===== src/adcs_defines.svh =====
// Offsets, field positions, reset values and timing counts for the conversion start selector
`ifndef ADCS_DEFINES_SVH
`define ADCS_DEFINES_SVH

// ****************************************
// Register offsets (byte addresses)
// ****************************************
`define ADCS_CTRL_OFFSET 8'h00
`define ADCS_STATUS_OFFSET 8'h04
`define ADCS_COUNT_OFFSET 8'h08

// ****************************************
// Control register fields
// ****************************************
`define ADCS_SRC_LSB 0
`define ADCS_SRC_MSB 2
`define ADCS_TM_BIT 3
`define ADCS_BUSY_BIT 4
`define ADCS_CTRL_RESET 32'h0000_0000

// ****************************************
// Start source codes
// ****************************************
`define ADCS_SRC_SOFT 3'h0
`define ADCS_SRC_TMR0 3'h1
`define ADCS_SRC_TMR2 3'h2
`define ADCS_SRC_TMR1 3'h3
`define ADCS_SRC_PIN 3'h4
`define ADCS_SRC_TMR3 3'h5

// ****************************************
// Timing
// ****************************************
// SAR clock is ref_clk divided by four; last divider count below
`define ADCS_SAR_DIV_LAST 8'h03
// Tracking lasts three SAR clocks; last tracking count below
`define ADCS_TRACK_LAST 2'h2

// ****************************************
// Bus answers
// ****************************************
`define ADCS_RESP_OKAY 2'h0
`define ADCS_RESP_DECERR 2'h3

`endif


===== src/adcs_pkg.sv =====
// Types for the conversion start selector
package adcs_pkg;

    typedef enum logic [1:0] {
        ADCS_IDLE,
        ADCS_TRACK,
        ADCS_CONVERT
    } adcs_fsm_type;

    typedef struct packed {
        adcs_fsm_type fsm;
        logic [2:0] src;
        logic tm;
        logic busy;
        logic track;
        logic conv_start;
        logic pin_prev;
        logic [7:0] div_cnt;
        logic [1:0] trk_cnt;
        logic [15:0] conv_count;
        logic awready;
        logic wready;
        logic bvalid;
        logic [1:0] bresp;
        logic arready;
        logic rvalid;
        logic [1:0] rresp;
        logic [31:0] rdata;
        logic aw_got;
        logic w_got;
        logic [7:0] awaddr;
        logic [31:0] wdata;
        logic wlane0;
    } adcs_state_type;

endpackage


===== src/adcs_sync.sv =====
// Two flip-flop synchroniser, also used to release the reset
`timescale 1ns/1ps

module adcs_sync #(
    parameter int W = 1
) (
    input wire logic clk,
    input wire logic rst_n,
    input wire logic [W-1:0] d,
    output logic [W-1:0] q
);

    typedef struct packed {
        logic [W-1:0] meta;
        logic [W-1:0] q;
    } adcs_sync_state_type;

    adcs_sync_state_type st;
    adcs_sync_state_type next_st;

    // ****************************************
    // Next state
    // ****************************************
    always_comb begin
        next_st = st;
        // First stage feeds only the second stage
        next_st.meta = d;
        next_st.q = st.meta;
    end

    always_ff @(posedge clk or negedge rst_n) begin
        if (!rst_n) begin
            st <= '0;
        end else begin
            st <= next_st;
        end
    end

    assign q = st.q;

endmodule // adcs_sync


===== src/adcs_top.sv =====
// Start-of-conversion source selection and tracking sequencer with AXI4-Lite registers
// Summary of operation
// Normal mode, source 000: software writing one to busy starts conversion.
// Normal mode, source 001: each timer 0 overflow starts conversion.
// Normal mode, source 010: each timer 2 overflow starts conversion.
// Normal mode, source 011: each timer 1 overflow starts conversion.
// Normal mode, source 100: rising edge of convert-start pin starts conversion.
// Normal mode, source 101: timer 3 overflow starts conversion; 11x reserved.
// Delayed mode, source 000: busy write tracks three SAR clocks, then converts.
// Delayed mode, source 001: timer 0 overflow tracks three SAR clocks, then converts.
// Delayed mode, source 010: timer 2 overflow tracks three SAR clocks, then converts.
// Delayed mode, source 011: timer 1 overflow tracks three SAR clocks, then converts.
// Delayed mode, source 100: track while pin low, convert on its rising edge.
// Delayed mode, source 101: timer 3 overflow tracks three SAR clocks, then converts.
// Reserved source codes ignore every trigger; nothing tracks or converts.
`timescale 1ns/1ps
`include "adcs_defines.svh"

module adcs_top (
    input wire logic ref_clk,
    input wire logic nrst,
    // Trigger sources
    input wire logic timer0_overflow,
    input wire logic timer1_overflow,
    input wire logic timer2_overflow,
    input wire logic timer3_overflow,
    input wire logic external_convert_start_pin,
    // Converter datapath
    input wire logic conversion_done,
    output logic track_enable,
    output logic conversion_start,
    output logic conversion_busy,
    // AXI4-Lite slave
    input wire logic [7:0] s_axi_awaddr,
    input wire logic s_axi_awvalid,
    output logic s_axi_awready,
    input wire logic [31:0] s_axi_wdata,
    input wire logic [3:0] s_axi_wstrb,
    input wire logic s_axi_wvalid,
    output logic s_axi_wready,
    output logic [1:0] s_axi_bresp,
    output logic s_axi_bvalid,
    input wire logic s_axi_bready,
    input wire logic [7:0] s_axi_araddr,
    input wire logic s_axi_arvalid,
    output logic s_axi_arready,
    output logic [31:0] s_axi_rdata,
    output logic [1:0] s_axi_rresp,
    output logic s_axi_rvalid,
    input wire logic s_axi_rready
);

    // ****************************************
    // Reset release and pin synchronisation
    // ****************************************
    logic rst_n;
    logic pin_sync;

    adcs_sync #(
        .W(1)
    ) u_rst_sync (
        .clk(ref_clk),
        .rst_n(nrst),
        .d(1'b1),
        .q(rst_n)
    );

    // Pin is asynchronous to ref_clk, so it is read only after two flops
    adcs_sync #(
        .W(1)
    ) u_pin_sync (
        .clk(ref_clk),
        .rst_n(rst_n),
        .d(external_convert_start_pin),
        .q(pin_sync)
    );

    // ****************************************
    // State
    // ****************************************
    adcs_pkg::adcs_state_type st;
    adcs_pkg::adcs_state_type next_st;

    logic sw_start;
    logic trig;
    logic pin_rise;
    logic sar_tick;
    logic reserved_src;
    logic pin_mode;
    logic wr_fire;
    logic [31:0] rd_word;
    logic [1:0] rd_resp;

    always_comb begin
        next_st = st;
        sw_start = 1'b0;
        trig = 1'b0;
        rd_word = 32'h0000_0000;
        rd_resp = `ADCS_RESP_OKAY;
        next_st.conv_start = 1'b0;

        // ****************************************
        // Write channels
        // ****************************************
        // Address and data are taken in either order and held until both are in
        if (s_axi_awvalid && st.awready) begin
            next_st.aw_got = 1'b1;
            next_st.awaddr = s_axi_awaddr;
        end
        if (s_axi_wvalid && st.wready) begin
            next_st.w_got = 1'b1;
            next_st.wdata = s_axi_wdata;
            next_st.wlane0 = s_axi_wstrb[0];
        end
        if (st.bvalid && s_axi_bready) begin
            next_st.bvalid = 1'b0;
        end
        wr_fire = next_st.aw_got && next_st.w_got && !next_st.bvalid;
        if (wr_fire) begin
            next_st.aw_got = 1'b0;
            next_st.w_got = 1'b0;
            next_st.bvalid = 1'b1;
            next_st.bresp = `ADCS_RESP_OKAY;
            if (next_st.awaddr == `ADCS_CTRL_OFFSET) begin
                // Only the low byte holds fields; other lanes are ignored
                if (next_st.wlane0) begin
                    next_st.src = next_st.wdata[`ADCS_SRC_MSB:`ADCS_SRC_LSB];
                    next_st.tm = next_st.wdata[`ADCS_TM_BIT];
                    // Writing zero to busy never aborts a conversion
                    sw_start = next_st.wdata[`ADCS_BUSY_BIT];
                end
            end else if (next_st.awaddr == `ADCS_STATUS_OFFSET) begin
                next_st.bresp = `ADCS_RESP_OKAY;
            end else if (next_st.awaddr == `ADCS_COUNT_OFFSET) begin
                next_st.bresp = `ADCS_RESP_OKAY;
            end else begin
                next_st.bresp = `ADCS_RESP_DECERR;
            end
        end
        next_st.awready = !next_st.aw_got && !next_st.bvalid;
        next_st.wready = !next_st.w_got && !next_st.bvalid;

        // ****************************************
        // Read channel
        // ****************************************
        if (s_axi_araddr == `ADCS_CTRL_OFFSET) begin
            rd_word = {27'h0000000, st.busy, st.tm, st.src};
        end else if (s_axi_araddr == `ADCS_STATUS_OFFSET) begin
            rd_word = {29'h00000000, st.track, 2'(st.fsm)};
        end else if (s_axi_araddr == `ADCS_COUNT_OFFSET) begin
            rd_word = {16'h0000, st.conv_count};
        end else begin
            rd_resp = `ADCS_RESP_DECERR;
        end
        if (st.rvalid && s_axi_rready) begin
            next_st.rvalid = 1'b0;
        end
        if (s_axi_arvalid && st.arready) begin
            next_st.rvalid = 1'b1;
            next_st.rdata = rd_word;
            next_st.rresp = rd_resp;
        end
        next_st.arready = !next_st.rvalid;

        // ****************************************
        // SAR clock divider and pin edge
        // ****************************************
        sar_tick = (st.div_cnt == `ADCS_SAR_DIV_LAST);
        next_st.div_cnt = sar_tick ? 8'h00 : 8'(st.div_cnt + 8'h01);
        next_st.pin_prev = pin_sync;
        pin_rise = pin_sync && !st.pin_prev;

        // ****************************************
        // Trigger selection
        // ****************************************
        // The freshly written source applies to a start written in the same access
        reserved_src = 1'b0;
        case (next_st.src)
            `ADCS_SRC_SOFT: begin
                trig = sw_start;
            end
            `ADCS_SRC_TMR0: begin
                trig = timer0_overflow;
            end
            `ADCS_SRC_TMR2: begin
                trig = timer2_overflow;
            end
            `ADCS_SRC_TMR1: begin
                trig = timer1_overflow;
            end
            `ADCS_SRC_PIN: begin
                trig = pin_rise;
            end
            `ADCS_SRC_TMR3: begin
                trig = timer3_overflow;
            end
            default: begin
                // Reserved codes start nothing
                trig = 1'b0;
                reserved_src = 1'b1;
            end
        endcase
        pin_mode = next_st.tm && (next_st.src == `ADCS_SRC_PIN);

        // ****************************************
        // Sequencer
        // ****************************************
        // Triggers arriving while tracking or converting are dropped, as the
        // converter can hold only one conversion at a time
        case (st.fsm)
            adcs_pkg::ADCS_IDLE: begin
                if (trig) begin
                    next_st.busy = 1'b1;
                    if (next_st.tm && !pin_mode) begin
                        // Restart the divider so tracking is exactly three SAR clocks
                        next_st.fsm = adcs_pkg::ADCS_TRACK;
                        next_st.div_cnt = 8'h00;
                        next_st.trk_cnt = 2'h0;
                    end else begin
                        next_st.fsm = adcs_pkg::ADCS_CONVERT;
                        next_st.conv_start = 1'b1;
                        next_st.conv_count = 16'(st.conv_count + 16'h0001);
                    end
                end
            end
            adcs_pkg::ADCS_TRACK: begin
                if (reserved_src) begin
                    // Switching to a reserved code abandons the tracking phase
                    next_st.fsm = adcs_pkg::ADCS_IDLE;
                    next_st.busy = 1'b0;
                end else if (sar_tick) begin
                    next_st.trk_cnt = 2'(st.trk_cnt + 2'h1);
                    if (st.trk_cnt == `ADCS_TRACK_LAST) begin
                        next_st.fsm = adcs_pkg::ADCS_CONVERT;
                        next_st.conv_start = 1'b1;
                        next_st.conv_count = 16'(st.conv_count + 16'h0001);
                    end
                end
            end
            adcs_pkg::ADCS_CONVERT: begin
                if (conversion_done) begin
                    next_st.fsm = adcs_pkg::ADCS_IDLE;
                    next_st.busy = 1'b0;
                end
            end
            default: begin
                next_st.fsm = adcs_pkg::ADCS_IDLE;
            end
        endcase

        // ****************************************
        // Track output
        // ****************************************
        if (next_st.fsm == adcs_pkg::ADCS_TRACK) begin
            next_st.track = 1'b1;
        end else if (next_st.fsm == adcs_pkg::ADCS_CONVERT || reserved_src) begin
            next_st.track = 1'b0;
        end else if (pin_mode) begin
            next_st.track = !pin_sync;
        end else begin
            // Normal mode tracks whenever idle; delayed mode rests until a trigger
            next_st.track = !next_st.tm;
        end
    end

    always_ff @(posedge ref_clk or negedge rst_n) begin
        if (!rst_n) begin
            st <= '0;
        end else begin
            st <= next_st;
        end
    end

    // ****************************************
    // Outputs
    // ****************************************
    assign track_enable = st.track;
    assign conversion_start = st.conv_start;
    assign conversion_busy = st.busy;
    assign s_axi_awready = st.awready;
    assign s_axi_wready = st.wready;
    assign s_axi_bresp = st.bresp;
    assign s_axi_bvalid = st.bvalid;
    assign s_axi_arready = st.arready;
    assign s_axi_rdata = st.rdata;
    assign s_axi_rresp = st.rresp;
    assign s_axi_rvalid = st.rvalid;

endmodule // adcs_top


===== config.mk =====
export PLATFORM = sky130hd
export DESIGN_NAME = adcs_top
export DESIGN_NICKNAME = d
export VERILOG_FILES = /design/src/adcs_pkg.sv /design/src/adcs_sync.sv /design/src/adcs_top.sv
export VERILOG_INCLUDE_DIRS = /design/src
export SDC_FILE = /design/constraint.sdc
export NUM_CORES = 1
export LEC_CHECK = 0
export BUFFER_PORTS_ARGS = -buffer_cell sky130_fd_sc_hd__buf_2
export CAP_MARGIN = 0
export CORE_UTILIZATION = 40
export CTS_CLUSTER_DIAMETER = 150
export DETAILED_ROUTE_END_ITERATION = 8
export PLACE_DENSITY_LB_ADDON = 0.12
export SYNTH_ARGS = -nofsm -noshare
export SYNTH_HDL_FRONTEND = slang
export SYNTH_SLANG_ARGS = --single-unit
export TNS_END_PERCENT = 20

===== constraint.sdc =====
create_clock -name ref_clk -period 6.8 [get_ports ref_clk]
set_clock_uncertainty 0.1 [all_clocks]
set_input_delay 1.02 -clock ref_clk [delete_from_list [all_inputs] [get_ports ref_clk]]
set_output_delay 1.02 -clock ref_clk [all_outputs]
set_load 0.005 [all_outputs]

; Word-level counts from Yosys, hierarchy flattened
; Cells that the tools add are included.
[word_totals]
regBits = 97
inputBits = 65
output_inout_bits = 44
[classes]
n_addsub = 3
eq_ne = 23
muxes = 55
reduce_logical = 32
[op_table]
columns = operator, count
row1 = $mux W16, 5
row2 = $mux W18, 2
row3 = $pmux W18 S2, 1
row4 = $mux W35, 1
row5 = $mux W2, 13
row6 = $mux W26, 1
row7 = $mux W8, 3
row8 = $mux W1, 19
row9 = $add A16 B1 Y16 const B, 1
row10 = $eq A8 B3 Y1 const B, 2
row11 = $eq A8 B4 Y1 const B, 2
row12 = $logic_not A8 Y1, 2
row13 = $ne A2 B2 Y1 const B, 8
row14 = $logic_and A1 B1 Y1, 12
row15 = $mux W4, 3
row16 = $mux W10, 1
row17 = $logic_not A1 Y1, 9
row18 = $add A8 B1 Y8 const B, 1
row19 = $eq A8 B2 Y1 const B, 1
row20 = $eq A2 B2 Y1 const B, 3
row21 = $eq A3 B2 Y1 const B, 2
row22 = $eq A3 B3 Y1 const B, 2
row23 = $mux W6, 1
row24 = $pmux W1 S6, 1
row25 = 16 further kinds, 17

; Logic depth before layout (Yosys ltp)
[depth]
ltp_word = 16
mapped_depth = 14
mapped_depth_nobuf = 11

; Hierarchy
; Synthesis repeated with hierarchy kept, for this count alone.
[unflattened]
hier_cells = 381
hier_area_um2 = 4000.1
[modules_own_cells]
columns = module, n_inst, cells_each, area_each_um2, seq_area_each_um2
row1 = adcs_top, 1, 377, 3900.0, 1876.8
row2 = adcs_sync, 2, 2, 50.0, 50.0

; Worst setup path after synthesis
; Ideal clock, no wire load.
[synth_path]
path_type = input to register
start = input port s_axi_awaddr[0]
end = register st[99] in the netlist's numbering
t_arrival_ps = 3909
path_slack_ps = 2668
cell_stages = 11
n_path_buf = 1
cell_sequence = or4_1 > or4_1 > buf_2 > a211oi_4 > mux2i_1 > inv_1 > o21ai_1 > a211o_4 > nand3_2 > or4_4 > xnor2_2
[synth_lines]
columns = item, line_no
row1 = from (decl), adcs_top.sv:34  ; input wire logic [7:0] s_axi_awaddr,
row2 = to (signal assigned), adcs_top.sv:270  ; st <= next_st;
row3 = to (decl), adcs_top.sv:81  ; adcs_pkg::adcs_state_type st;

==> results.py <==
metrics = {
    "run_status": {
        "status": "finished clean",
    },
    "placed_design": {
        "dpl.hpwl_mm": 5.66,
        "io_buffers": 62,
        "place_congestion": 0.801,
    },
    "min_path": {
        "worstHoldPathType": "flop to flop",
    },
    "detailed_routing": {
        "wire_per_inst_um": 13.8,
        "first_pass_iters": 4,
        "post-route-drc-count": 0,
        "wirelength_mm": 7.91,
        "vias": 2833,
        "antenna_left": 0,
        "initialDrtViolationCount": 69,
        "viasPerCell": 4.94,
    },
    "floorplan": {
        "die_h_um": 103,
        "num_rows": 36,
        "fp.coreArea_um2": 9820,
        "die_w_um": 103,
        "start_util_pct": 41.5,
        "ios": 109,
        "dieArea_um2": 10600,
    },
    "global_route": {
        "grt_pass1_wl_mm": 13.2,
        "grt_pass1_vias": 2711,
        "overflow": 0,
        "antenna_found_initial": 0,
        "grt_max_degree": 78,
        "gr-usage-all-layers_pct": 16.4,
    },
    "final_layout": {
        "antenna_cells": 0,
        "n_fill_cell": 983,
        "final_nets": 508,
        "final_core_util_pct": 45.5,
        "area_growth_pct": 9.74,
        "drive_above_1_share_pct": 24.5,
    },
    "logic_synthesis": {
        "yosysUniqueCellTypes": 62,
        "yosys.area.top_type": "dfrtp_1",
        "synth_top_area_share_pct": 48.6,
        "synth_most_common_cell": "dfrtp_1",
        "postSynth.asyncResetShare_pct": 100,
        "synth.avg_cell_area_um2": 10.4,
        "ys.flop_type": "dfrtp_1",
        "synth_cells": 393,
        "synth_edf_count": 0,
        "ys_ff_latch": 79,
        "synth_area_leaders": "dfrtp_1, buf_4, xor2_1",
        "ys_seq_area_share_pct": 48.6,
        "syn_area_um2": 4070,
        "synthTopCellsByCount": "dfrtp_1, buf_4, nand2_1",
        "ys_warn_count": 0,
    },
    "power_and_ir_drop": {
        "leakage_uw": 0.00224,
        "vdd_ir_drop_max_v": 0.000184,
        "p_per_area_nw_per_um2": 304,
        "power_uw": 1360,
    },
    "timing": {
        "clock.fmax_mhz": 225,
        "worst_pin_slew_ps": 1130,
        "setup_viol": 0,
        "rsz0062_at_grt": "false",
        "maxSlewHeadroom_pct": 24.6,
        "post-route-period-util_pct": 65.4,
        "timing.setup.tns_ps": 0,
        "slew_viol_final": 0,
        "min_period_ps": 4450,
        "finalHoldViolations": 0,
    },
    "setup_path": {
        "worst_ep_arrival_time_ps": 4580,
        "crit_family": "simple AND/OR/NAND/NOR gates",
        "cp-startpoint": "s_axi_awaddr[0]",
        "path_class": "input pin to flop",
        "cp_num_cells": 11,
        "cpPeakStageDelay_ps": 630,
        "cp_cell_sequence": "buf_2 -> or4_1 -> or4_1 -> a211oi_4 -> mux2i_1 -> inv_1 -> o21ai_1 -> a211o_4 -> nand3_2 -> or4_4 -> xnor2_2",
        "cpMaxStageDelayCell": "or4_4",
        "crit_top_cell": "or4_1",
        "r2r_cells": 10,
        "rr_endpoint": "st[99]",
        "critPathBufInv": 2,
        "critPathCapture": "st[99]",
        "path_max_fanout": 13,
        "critical_path_required_ps": 6940,
        "reg2reg_slack_ps": 2850,
        "timing.rr.start": "s_axi_awready",
        "start_kind": "input pin",
        "end_kind": "flop",
    },
    "cts": {
        "path_clk_slew_ps": 80,
        "insertion_delay_ps": 340,
        "cts.sink_count": 79,
        "ctsRootBufferMaster": "clkbuf_8",
        "cts_setup_buffers": 0,
        "cts_tree": "done",
        "htreeDepth": 3,
        "cts_max_path_buffers": 2,
        "cts-buffers-inserted": 9,
        "ctsHoldBuffers": 0,
        "cts_resized": 0,
    },
    "flow_run": {
        "cap_viol_max_count": 0,
    },
}
==> worst reg2reg max path: stages, from the launching register on <==
cell      delay (ps)
dfrtp_1          400
nand2_1          270
or4_1            720
a211oi_4         480
mux2i_1          340
inv_1            100
o21ai_1          230
a211o_4          210
nand3_2          250
or4_4            630
xnor2_2          140
==> cells in the final DEF (no fill, tap or decap), types with 2 or more instances in the layout <==
master | Yosys | final
inv_1 | 16 | 16
clkinv_2 | 0 | 4
nor3_1 | 12 | 12
a2111oi_0 | 2 | 2
mux2_4 | 3 | 3
nand3_1 | 9 | 9
xnor2_1 | 2 | 2
xor2_1 | 18 | 18
nor4_1 | 4 | 4
ha_1 | 8 | 8
mux2_2 | 11 | 11
o21ai_1 | 3 | 3
a21o_1 | 2 | 2
a211oi_1 | 2 | 2
nand2b_1 | 4 | 4
a21boi_0 | 4 | 4
mux2i_1 | 4 | 4
or4_1 | 3 | 3
dfrtp_1 | 79 | 78
nand4_1 | 2 | 2
o21bai_1 | 3 | 3
a22o_1 | 12 | 12
or3_1 | 2 | 2
nand2_1 | 36 | 36
a222oi_1 | 2 | 2
and3_1 | 12 | 12
a21oi_1 | 16 | 16
o21ai_0 | 7 | 7
buf_2 | 4 | 62
nor2_1 | 28 | 28
o31ai_1 | 3 | 3
or2_2 | 3 | 3
clkbuf_8 | 0 | 10
and2_1 | 3 | 3
nor2b_1 | 4 | 4
conb_1 | 2 | 17
==> stage by stage <==
stage | instances | setup slack, ps | instance area [µm²] | hold WS, ps
global placement | 557 | 2040 | 4290 | 237
floorplan | 408 | 2670 | 4130 | 231
finish | 573 | 2350 | 4470 | 251
CTS | 573 | 2380 | 4470 | 254
global route | 573 | 2160 | 4470 | 265
detailed placement | 557 | 2020 | 4290 | 235
==> power by group <==
| part | total (µW) | switching [µW] | internal [µW] |
|---|---|---|---|
| registers | 672 | 95.4 | 577 |
| clock network | 314 | 173 | 141 |
| logic | 372 | 203 | 169 |
==> sequential cells by signal, indices dropped and copies added, names as in the netlist <==
register	count
s_axi_wready	1
s_axi_rdata	16
u_rst_sync.next_st	1
s_axi_bvalid	1
u_pin_sync.next_st	1
s_axi_awready	1
conversion_start	1
conversion_busy	1
s_axi_rresp	1
s_axi_rvalid	1
track_enable	1
s_axi_bresp	1
u_pin_sync.q	1
u_rst_sync.q	1
s_axi_arready	1
st	49
==> metal layers <==
layer | global-route usage [%] | wire length [µm] | up-vias
li1 | - | - | 1409
met1 | 23.0 | 4030 | 1357
met2 | 25.0 | 3520 | 62
met3 | 3.93 | 298 | 5
met4 | 5.63 | 63 | 0
met5 | 0 | 0 | -
==> kinds of logic after synthesis <==
family          count (synthesis)  share of synthesized area (%)
other cells                     2                          0.184
fa+ha+maj                       8                           2.46
buf+inv                        63                           9.43
xor+xnor                       21                           4.70
mux                            18                           5.13
flops                          79                           48.6
simple gates                  128                           15.6
compound gates                 74                           13.9
==> area by class of cell <==
class | instances | area, µm² | share of cell area (%)
sequential | 79 | 1980 | 44.3
multi-input combinational | 266 | 1770 | 39.7
timing repair buffer | 62 | 310 | 6.94
tap | 133 | 166 | 3.72
clock buffer | 10 | 138 | 3.08
inverter | 17 | 63.8 | 1.43
clock inverter | 6 | 36.3 | 0.812
==> worst min-delay path by stage <==
stage | start | end | slack (ps) | cells after the start
2_1_floorplan | u_pin_sync.next_st[0] | u_pin_sync.q | 230 | 0
4_1_cts | u_rst_sync.next_st[0] | u_rst_sync.q | 250 | 0
6_report | u_rst_sync.next_st[0] | u_rst_sync.q | 250 | 0
5_1_grt | u_rst_sync.next_st[0] | u_rst_sync.q | 260 | 0
3_3_place_gp | u_rst_sync.next_st[0] | u_rst_sync.q | 240 | 0
3_5_place_dp | u_rst_sync.next_st[0] | u_rst_sync.q | 230 | 0
Power figures use the tool's default switching activity.
